**src/spl_pkg.sv**
```systemverilog
// Package for the serial-in parallel-out latch and its controller.
// Assumes a single 100 MHz system clock shared by both ends.
package spl_pkg;
    localparam int          STAGE_W      = 8;
    localparam logic [7:0]  BLANK_BYTE   = 8'h00;
    localparam logic [7:0]  CLEAR_BYTE   = 8'h00;
    localparam real         CLK_MHZ      = 100.0;
    localparam int          SHIFT_DIV    = 4;
    localparam int          DIM_STEPS    = 256;
    typedef enum logic [2:0] {
        CTL_CLEAR,
        CTL_XFER,
        CTL_IDLE,
        CTL_SHIFT_LO,
        CTL_SHIFT_HI,
        CTL_STORE
    } spl_ctl_e;
endpackage : spl_pkg

```
**src/spl_if.sv**
```systemverilog
// Interface joining the controller to a chain of latch devices.
// Pins are plain wires; the clocks are level signals sampled on clk.
interface spl_if;
    logic serial_in;
    logic shift_clock;
    logic store_clock;
    logic shift_clear_n;
    logic out_enable_n;
    logic cascade_out;
    modport dev  (input  serial_in, shift_clock, store_clock,
                  input  shift_clear_n, out_enable_n,
                  output cascade_out);
    modport host (output serial_in, shift_clock, store_clock,
                  output shift_clear_n, out_enable_n,
                  input  cascade_out);
endinterface : spl_if

```
**src/spl_host.sv**
```systemverilog
// Controller that loads a chain of latch devices from a frame word.
// Assumes one clk_in; pin edges are paced by a divider enable.
module spl_host
#(
    parameter int DEVICES = 2
)
(
    input  wire logic                      clk_in,
    input  wire logic                      rstn_in,
    spl_if.host                            pins,
    input  wire logic [DEVICES*8-1:0]      frame_in,
    input  wire logic                      load_in,
    input  wire logic                      blank_in,
    input  wire logic [7:0]                dim_in,
    output logic                           busy_out
);
    localparam int TOTAL = DEVICES * spl_pkg::STAGE_W;
    localparam int CW    = $clog2(TOTAL + 1);
    initial if (DEVICES < 1) $error("DEVICES must be at least 1");

    spl_pkg::spl_ctl_e st_r, st_nxt;
    logic [TOTAL-1:0] data_r, data_nxt;
    logic [CW-1:0]    cnt_r, cnt_nxt;
    logic [1:0]       div_r;
    logic [7:0]       pwm_r;
    logic             tick, ser_r, ser_nxt, sck_r, sck_nxt;
    logic             rck_r, rck_nxt, clr_r, clr_nxt, oe_r, oe_nxt, busy_nxt;
    logic             init_r, init_nxt;

    assign tick = (div_r == 2'(spl_pkg::SHIFT_DIV - 1));

    always_comb
    begin
        st_nxt   = st_r;
        data_nxt = data_r;
        cnt_nxt  = cnt_r;
        ser_nxt  = ser_r;
        sck_nxt  = 1'b0;
        rck_nxt  = 1'b0;
        clr_nxt  = 1'b1;
        init_nxt = init_r;
        if (tick)
        begin
            case (st_r)
                spl_pkg::CTL_CLEAR:
                begin
                    clr_nxt = 1'b0;
                    st_nxt  = spl_pkg::CTL_XFER;
                end
                spl_pkg::CTL_XFER:
                begin
                    rck_nxt = 1'b1;
                    st_nxt  = spl_pkg::CTL_IDLE;
                end
                spl_pkg::CTL_IDLE:
                begin
                    init_nxt = 1'b0;
                    if (load_in || blank_in)
                    begin
                        data_nxt = blank_in ? '0 : frame_in;
                        cnt_nxt  = CW'(TOTAL);
                        st_nxt   = spl_pkg::CTL_SHIFT_LO;
                    end
                end
                spl_pkg::CTL_SHIFT_LO:
                begin
                    ser_nxt = data_r[TOTAL-1];
                    st_nxt  = spl_pkg::CTL_SHIFT_HI;
                end
                spl_pkg::CTL_SHIFT_HI:
                begin
                    sck_nxt  = 1'b1;
                    data_nxt = {data_r[TOTAL-2:0], 1'b0};
                    cnt_nxt  = cnt_r - CW'(1);
                    st_nxt   = (cnt_r == CW'(1)) ? spl_pkg::CTL_STORE
                                                 : spl_pkg::CTL_SHIFT_LO;
                end
                spl_pkg::CTL_STORE:
                begin
                    rck_nxt = 1'b1;
                    st_nxt  = spl_pkg::CTL_IDLE;
                end
                default: st_nxt = spl_pkg::CTL_IDLE;
            endcase
        end
        else
        begin
            sck_nxt = sck_r;
            rck_nxt = rck_r;
            clr_nxt = clr_r;
        end
        oe_nxt   = init_nxt | (pwm_r >= dim_in);
        busy_nxt = (st_nxt != spl_pkg::CTL_IDLE);
    end

    always_ff @(posedge clk_in or negedge rstn_in)
    begin
        if (!rstn_in)
        begin
            st_r     <= spl_pkg::CTL_CLEAR;
            data_r   <= '0;
            cnt_r    <= '0;
            div_r    <= 2'h0;
            pwm_r    <= 8'h00;
            ser_r    <= 1'b0;
            sck_r    <= 1'b0;
            rck_r    <= 1'b0;
            clr_r    <= 1'b1;
            oe_r     <= 1'b1;
            init_r   <= 1'b1;
            busy_out <= 1'b1;
        end
        else
        begin
            st_r     <= st_nxt;
            data_r   <= data_nxt;
            cnt_r    <= cnt_nxt;
            div_r    <= tick ? 2'h0 : div_r + 2'h1;
            pwm_r    <= pwm_r + 8'h01;
            ser_r    <= ser_nxt;
            sck_r    <= sck_nxt;
            rck_r    <= rck_nxt;
            clr_r    <= clr_nxt;
            oe_r     <= oe_nxt;
            init_r   <= init_nxt;
            busy_out <= busy_nxt;
        end
    end

    assign pins.serial_in     = ser_r;
    assign pins.shift_clock   = sck_r;
    assign pins.store_clock   = rck_r;
    assign pins.shift_clear_n = clr_r;
    assign pins.out_enable_n  = oe_r;
endmodule // spl_host

```
**src/flat_wrapper.sv**
```systemverilog
// flat-port wrapper written by rule: the top's interface ports become plain ports
module spl_host_flat 
#(
    parameter int DEVICES = 2
)
  (clk_in, rstn_in, frame_in, load_in, blank_in, dim_in, busy_out, pins_serial_in, pins_shift_clock, pins_store_clock, pins_shift_clear_n, pins_out_enable_n, pins_cascade_out);
  spl_if pins_i ();
  input  wire logic clk_in;
  input  wire logic rstn_in;
  input  wire logic [DEVICES*8-1:0] frame_in;
  input  wire logic load_in;
  input  wire logic blank_in;
  input  wire logic [7:0] dim_in;
  output logic busy_out;
  output wire logic [$bits(pins_i.serial_in)-1:0] pins_serial_in;
  output wire logic [$bits(pins_i.shift_clock)-1:0] pins_shift_clock;
  output wire logic [$bits(pins_i.store_clock)-1:0] pins_store_clock;
  output wire logic [$bits(pins_i.shift_clear_n)-1:0] pins_shift_clear_n;
  output wire logic [$bits(pins_i.out_enable_n)-1:0] pins_out_enable_n;
  input wire logic [$bits(pins_i.cascade_out)-1:0] pins_cascade_out;
  assign pins_serial_in = pins_i.serial_in;
  assign pins_shift_clock = pins_i.shift_clock;
  assign pins_store_clock = pins_i.store_clock;
  assign pins_shift_clear_n = pins_i.shift_clear_n;
  assign pins_out_enable_n = pins_i.out_enable_n;
  assign pins_i.cascade_out = pins_cascade_out;
  spl_host #(.DEVICES(DEVICES)) u_core (.clk_in(clk_in), .rstn_in(rstn_in), .pins(pins_i), .frame_in(frame_in), .load_in(load_in), .blank_in(blank_in), .dim_in(dim_in), .busy_out(busy_out));
endmodule
```
**config.mk**
```make
export PLATFORM = sky130hd
export DESIGN_NAME = spl_host_flat
export DESIGN_NICKNAME = d
export VERILOG_FILES = /design/src/spl_pkg.sv /design/src/spl_if.sv /design/src/spl_host.sv /design/src/flat_wrapper.sv
export SDC_FILE = /design/constraint.sdc
export NUM_CORES = 1
export LEC_CHECK = 0
export ABC_AREA = 1
export BUFFER_PORTS_ARGS = -buffer_cell sky130_fd_sc_hd__clkbuf_2
export CAP_MARGIN = 20
export CORE_UTILIZATION = 30
export DETAILED_ROUTE_END_ITERATION = 10
export HOLD_SLACK_MARGIN = 0.02
export PLACE_DENSITY = 0.5
export SKIP_LAST_GASP = 1
export SYNTH_ARGS = -nofsm -noshare
export SYNTH_HDL_FRONTEND = slang
export SYNTH_SLANG_ARGS = --single-unit
```
**constraint.sdc**
```tcl
create_clock -name clk_in -period 1.7 [get_ports clk_in]
set_input_delay 0.085 -clock clk_in [delete_from_list [all_inputs] [get_ports clk_in]]
set_output_delay 0.085 -clock clk_in [all_outputs]
set_load 0.02 [all_outputs]
```
==> results.ini, run 1 <==
[clock_network]
path_clk_slew_ns=0.08
cts_resized=0
cts.path.max_buffers=2
cts.sinks=41
clock_latency_ns=0.29
cts_tree=done
cts_hold_buf=1
htreeDepth=2
cts_setup_buffers=0
clockRootBuffer=clkbuf_8
cts_buffers=5

[routing]
drt-pass1-iter-count=6
wl_mm=4.12
vias_per_cell=4.29
drc=0
via_count=1693
wl_per_cell_um=10.4
drtAntennaViolNets=0
drt-initial-drc-count=81

[place]
gp_congestion=0.804
dp_hpwl_mm=3.00
io_buffers=33

[synthesis]
ys_ff_latch=41
synth_edf_count=0
synth_nets=301
synth-main-ff-cell=dfrtp_1
synth_cell_types=32
synth_warnings=0
synth_most_common_cell=nand2_1
synth_area_mm2=0.00221
yosys-top-cells-count=nand2_1, dfrtp_1, o21ai_0, inv_1, ha_1
synth_area_per_cell_um2=8.52
ys_async_sr_fraction_pct=100
syn_inst=260
synth_seq_area_share_pct=46.6
synth.largest_area_cell=dfrtp_1
synth_top_area_share_pct=41.8
synth_area_leaders=dfrtp_1, nand2_1, ha_1

[power_and_ir_drop]
leakage_nw=1.37
p_per_area_mw_per_mm2=1180
irDropWorstVdd_mv=0.361

[timing]
fmax_ghz=0.637
tightest_slew_ns=0.514
hold_viol=0
fin_skew_ns=0.00773
rsz0062_at_grt=false
holdWs_ns=0.0306
slew_headroom_pct=65.7
fin_crit_ns=1.57
setup_violations=0
tns_ns=0
timing.final.max_slew_violations=0
period_share_pct=92.4

[grt]
grt-ovfl-total=0
grt_start_max_net_pins=42
track_usage_pct=12.0
antenna_found_initial=0
grt_pass1_vias=1645
grt_pass1_wl_mm=7.13

[die]
die_w_um=87.9
rows=30
io_pins=35
fp.dieArea_mm2=0.00773
start_util_pct=31.9
core_area_mm2=0.00694
die_h_um=87.9

[finish]
diodes=0
final_util_pct=37.4
final_nets=339
drive_gt1_share_pct=23.7
area_delta_synth_final_pct=17.2

[setup_path]
cp.required_ns=1.90
crit_fanout=19
crit_type=reg -> reg
cp-start-kind=flip-flop
setup.worst_path.end_class=flip-flop
critPathArrivalTime_ns=1.77

[run]
maxCapViolCount=0

[status]
status=finished clean

[hold_path]
hp-class=in -> reg

-- kinds of logic (layout without fill, tap and decap cells) --
family | count (synthesis) | in the layout | share of synthesized area [%]
xor gates and xnor gates | 8 | 8 | 3.16
and+or+nand+nor | 134 | 134 | 28.5
DFF | 41 | 41 | 46.6
adders and majority gates | 12 | 12 | 6.78
AOI/OAI and AO/OA | 31 | 31 | 7.18
buffers and inverters | 33 | 72 | 7.34
muxes | 1 | 1 | 0.508
-- cells in the final DEF, fill, tap and decap left out, drive strengths merged, types with 2 or more instances in the layout --
cell    count
nor3        2
nor2       11
ha         12
nand2     109
a21oi       5
o21ai      24
buf         4
dfrtp      37
inv        26
xnor2       3
dfstp       4
clkbuf     40
nand3       7
nand4       3
xor2        5
-- registers in the layout, summed over array words and instances (netlist names) --
name and cells:
u_core.data_r 16, u_core.st_r 3, u_core.pins.shift_clear_n 1, u_core.div_r 2, u_core.pins.store_clock 1, u_core.pins.shift_clock 1, u_core.pwm_r 8, u_core.pins.out_enable_n 1
u_core.busy_out 1, u_core.cnt_r 5, u_core.init_r 1, u_core.pins.serial_in 1
-- worst max-delay path, cell delays in order (launching register included) --
cell and delay, ns:
dfrtp_1 0.38, ha_1 0.32, buf_4 0.21, nand2_8 0.09
nand2_8 0.11, inv_6 0.20, nand2_1 0.07, o21ai_0 0.09
-- report_power, final --
part | internal (mW) | switching (mW) | total [mW]
clock network | 0.479 | 0.315 | 0.794
logic | 0.338 | 0.498 | 0.837
registers | 1.24 | 0.192 | 1.43
-- per-layer routing --
layer	global-route usage [%]	vias up	share of wire (%)
li1	-	891	-
met1	15.6	771	49
met2	19.5	26	46
met3	2.54	5	3.1
met4	4.92	0	1.3
met5	0	-	0
-- per-stage QoR --
| step | total power, mW | setup WS, ns | cells | instance area, µm² |
|---|---|---|---|---|
| after floorplan | 2.06 | 0.397 | 260 | 2210 |
| after global placement | 2.26 | 0.193 | 386 | 2470 |
| after detailed placement | 2.29 | 0.151 | 386 | 2470 |
| after CTS | 3.11 | 0.127 | 395 | 2600 |
| after global routing | 3.31 | 0.00571 | 395 | 2600 |
| final | 3.06 | 0.130 | 395 | 2600 |
-- final timing paths --
kind | cells past startpoint | to | slack (ns) | from
max | 7 | u_core.cnt_r[3]$_DFFE_PN0P_ | 0.13 | u_core.div_r[0]$_DFF_PN0_
min | 3 | u_core.data_r[0]$_DFFE_PN0P_ | 0.03 | frame_in[0]
max reg2reg | 7 | u_core.cnt_r[3]$_DFFE_PN0P_ | 0.13 | u_core.div_r[0]$_DFF_PN0_
min reg2reg | 1 | u_core.div_r[0]$_DFF_PN0_ | 0.43 | u_core.div_r[0]$_DFF_PN0_
max in group asynchronous | 3 | u_core.busy_out$_DFF_PN1_ | 0.94 | rstn_in
min in group asynchronous | 3 | u_core.pwm_r[7]$_DFF_PN0_ | 0.39 | rstn_in
-- cell type report --
class                   count  area (µm²)
fillers                   752        4350
inverters                  26         103
repair buffers             38         205
clock inverters             1        30.0
multi-input cells         186        1020
flip-flops and latches     41        1030
clock buffers               7        86.3
well taps                  96         120
(Power assumes the default switching activity.)
==> inputs of run 2 (changes only) <==
--- a/config.mk
+++ b/config.mk
@@ -9,6 +9,7 @@
 export BUFFER_PORTS_ARGS = -buffer_cell sky130_fd_sc_hd__clkbuf_2
 export CAP_MARGIN = 20
 export CORE_UTILIZATION = 30
+export CTS_BUF_LIST = sky130_fd_sc_hd__clkbuf_16
 export DETAILED_ROUTE_END_ITERATION = 10
 export HOLD_SLACK_MARGIN = 0.02
 export PLACE_DENSITY = 0.5
==> constraint.sdc (replaced) <==
create_clock -name clk_in -period 1.6 [get_ports clk_in]
set_input_delay 0.08 -clock clk_in [delete_from_list [all_inputs] [get_ports clk_in]]
set_output_delay 0.08 -clock clk_in [all_outputs]
set_load 0.02 [all_outputs]
==> run 2 against run 1 <==
Setup slack better by 0.068 ns. Cell area up 2.9%. Sequential power up 6%. First-iteration DRC count down 33%. Clock power up 40%. Routed wire length down 5.1%.
==> results.ini, run 2 (same netlist as run 1, synthesis figures left out) <==
[timing]
slew_headroom_pct=67.8  ; +2.1 points
fin_crit_ns=1.40  ; -0.168 ns
finalWorstSetupSlack_ns=0.198  ; +0.0683 ns
timing.final.max_slew_violations=0  ; unchanged
tns_ns=0  ; unchanged
fmax_ghz=0.713  ; +12%
rsz0062_at_grt=false
period_share_pct=87.6  ; -4.7 points
hold_viol=0  ; unchanged
tightest_slew_ns=0.483  ; -0.0309 ns
holdWs_ns=0.0419  ; +0.0113 ns
fin_skew_ns=0.00397  ; -0.00375 ns
setup_violations=0  ; unchanged

[power_and_ir_drop]
p_int_mw=2.41  ; +17%
sw_frac_of_total_pct=31.3  ; -1.5 points
power.share.clock_pct=31.7  ; +5.8 points
leakage_nw=1.40  ; +2.1%
p_per_area_mw_per_mm2=1310  ; +11%
p_total_mw=3.51  ; +15%
irDropWorstVdd_mv=0.547  ; +51%
seqPwrFrac_pct=43.1  ; -3.7 points
comb_power_share_pct=25.2  ; -2.1 points
p_switching_mw=1.10  ; +9.5%

[die]
die_h_um=87.9  ; unchanged
core_area_mm2=0.00694  ; unchanged
io_pins=35  ; unchanged
start_util_pct=31.9  ; unchanged
fp.dieArea_mm2=0.00773  ; unchanged
rows=30  ; unchanged
die_w_um=87.9  ; unchanged

[place]
placed_cell_area_mm2=0.00249  ; +0.81%
pre_cts_slack_ns=0.104  ; -0.0470 ns
dp_hpwl_mm=2.89  ; -3.6%
dp_cells=387  ; +0.26%
gp_congestion=0.759  ; -5.6%
io_buffers=33  ; unchanged

[routing]
wl_per_cell_um=9.87  ; -5.3%
vias_per_cell=4.26  ; -0.72%
drt-initial-drc-count=54  ; -33%
drtAntennaViolNets=0  ; unchanged
drc=0  ; unchanged
via_count=1685  ; -0.47%
drt-pass1-iter-count=4  ; -2
wl_mm=3.91  ; -5.1%

[finish]
largest_reg_flops=16  ; unchanged
drive_gt1_share_pct=24.3  ; +0.59 points
multi_input_area_mm2=0.00102  ; +0.24%
area_delta_synth_final_pct=20.6
fin_cells=396  ; +0.25%
fin_area_mm2=0.00267  ; +2.9%
final_util_pct=38.5  ; +1.1 points
largestRegisters=u_core.data_r: 16 flops, u_core.pwm_r: 8 flops, u_core.cnt_r: 5 flops
diodes=0  ; unchanged
mostFrequentLayoutCell=nand2_1
final_cell_mix=nand2_1, dfrtp_1, clkbuf_2
regMostFlops=u_core.data_r
final_nets=340  ; +0.29%
regArea_mm2=0.00103  ; unchanged
fillers=727  ; -3.3%

[run]
maxCapViolCount=0  ; unchanged

[grt]
grt_pass1_wl_mm=6.98  ; -2.2%
antenna_found_initial=0  ; unchanged
grt_pass1_vias=1580  ; -4.0%
track_usage_pct=11.7  ; -0.36 points
grt_start_max_net_pins=25  ; -40%
grt-ovfl-total=0  ; unchanged

[setup_path]
cp.required_ns=1.75  ; -0.15 ns
crit_fanout=19  ; unchanged
critPathArrivalTime_ns=1.56  ; -0.21 ns
setup.worst_path.end_class=flip-flop
cp-start-kind=flip-flop
crit_type=reg -> reg

[status]
status=finished clean

[clock_network]
cts_buffers=5  ; unchanged
clockRootBuffer=clkbuf_16
htreeDepth=2  ; unchanged
cts_setup_buffers=0  ; unchanged
cts.sinks=41  ; unchanged
clock_latency_ns=0.28  ; about the same
cts_tree=done
path_clk_slew_ns=0.06  ; -0.02 ns
cts.path.max_buffers=2  ; unchanged

[hold_path]
hp-class=in -> reg

-- run 2: layout make-up --
| cell class | count | area share, % |
|---|---|---|
| Clock buffer | 5 | 4.68 |
| Clock inverter | 3 | 1.55 |
| Inverter | 26 | 3.93 |
| Multi-Input combinational cell | 186 | 38.3 |
| Sequential cell | 41 | 38.6 |
| Tap cell | 96 | 4.50 |
| Timing Repair Buffer | 39 | 8.43 |
-- run 2: per-layer routing --
layer	global-route usage [%]	part of all wire (%)	vias to the layer above
met2	19.3	47	19
met5	0	0	-
met4	4.02	0.90	0
met1	14.9	49	765
li1	-	-	899
met3	2.92	2.6	2
-- run 2: path summary, 6_finish.rpt --
check	start	end	slack (ns)	depth (start not counted)
setup / recovery	u_core.div_r[0]$_DFF_PN0_	u_core.cnt_r[3]$_DFFE_PN0P_	0.20	7
hold / removal	frame_in[0]	u_core.data_r[0]$_DFFE_PN0P_	0.04	3
setup reg to reg	u_core.div_r[0]$_DFF_PN0_	u_core.cnt_r[3]$_DFFE_PN0P_	0.20	7
hold reg to reg	u_core.div_r[0]$_DFF_PN0_	u_core.div_r[0]$_DFF_PN0_	0.43	1
max in group asynchronous	rstn_in	u_core.pins.out_enable_n$_DFF_PN1_	0.75	3
min in group asynchronous	rstn_in	u_core.st_r[0]$_DFF_PN0_	0.30	2
-- run 2: power groups by stage --
stage	Sequential, mW	Clock [mW]	Combinational [mW]
5_1_grt	1.56	1.18	1.05
3_3_place_gp	1.53	0	0.889
6_report	1.51	1.11	0.887
3_5_place_dp	1.53	0	0.900
2_1_floorplan	1.56	0	0.630
4_1_cts	1.52	1.15	0.904
-- run 2: worst max-delay path, stage by stage, from the launching register on --
cell and delay (ns):
dfrtp_1 0.35, ha_2 0.25, buf_4 0.19, nand3_4 0.11
nand2_8 0.15, inv_8 0.10, nand2_1 0.06, o21ai_0 0.08
-- run 2: repair_timing --
action	CTS	global route
endpoints found under the hold margin	15	0
setup endpoints to repair	0	3
gates resized for setup	0	2
hold buffers	1	0
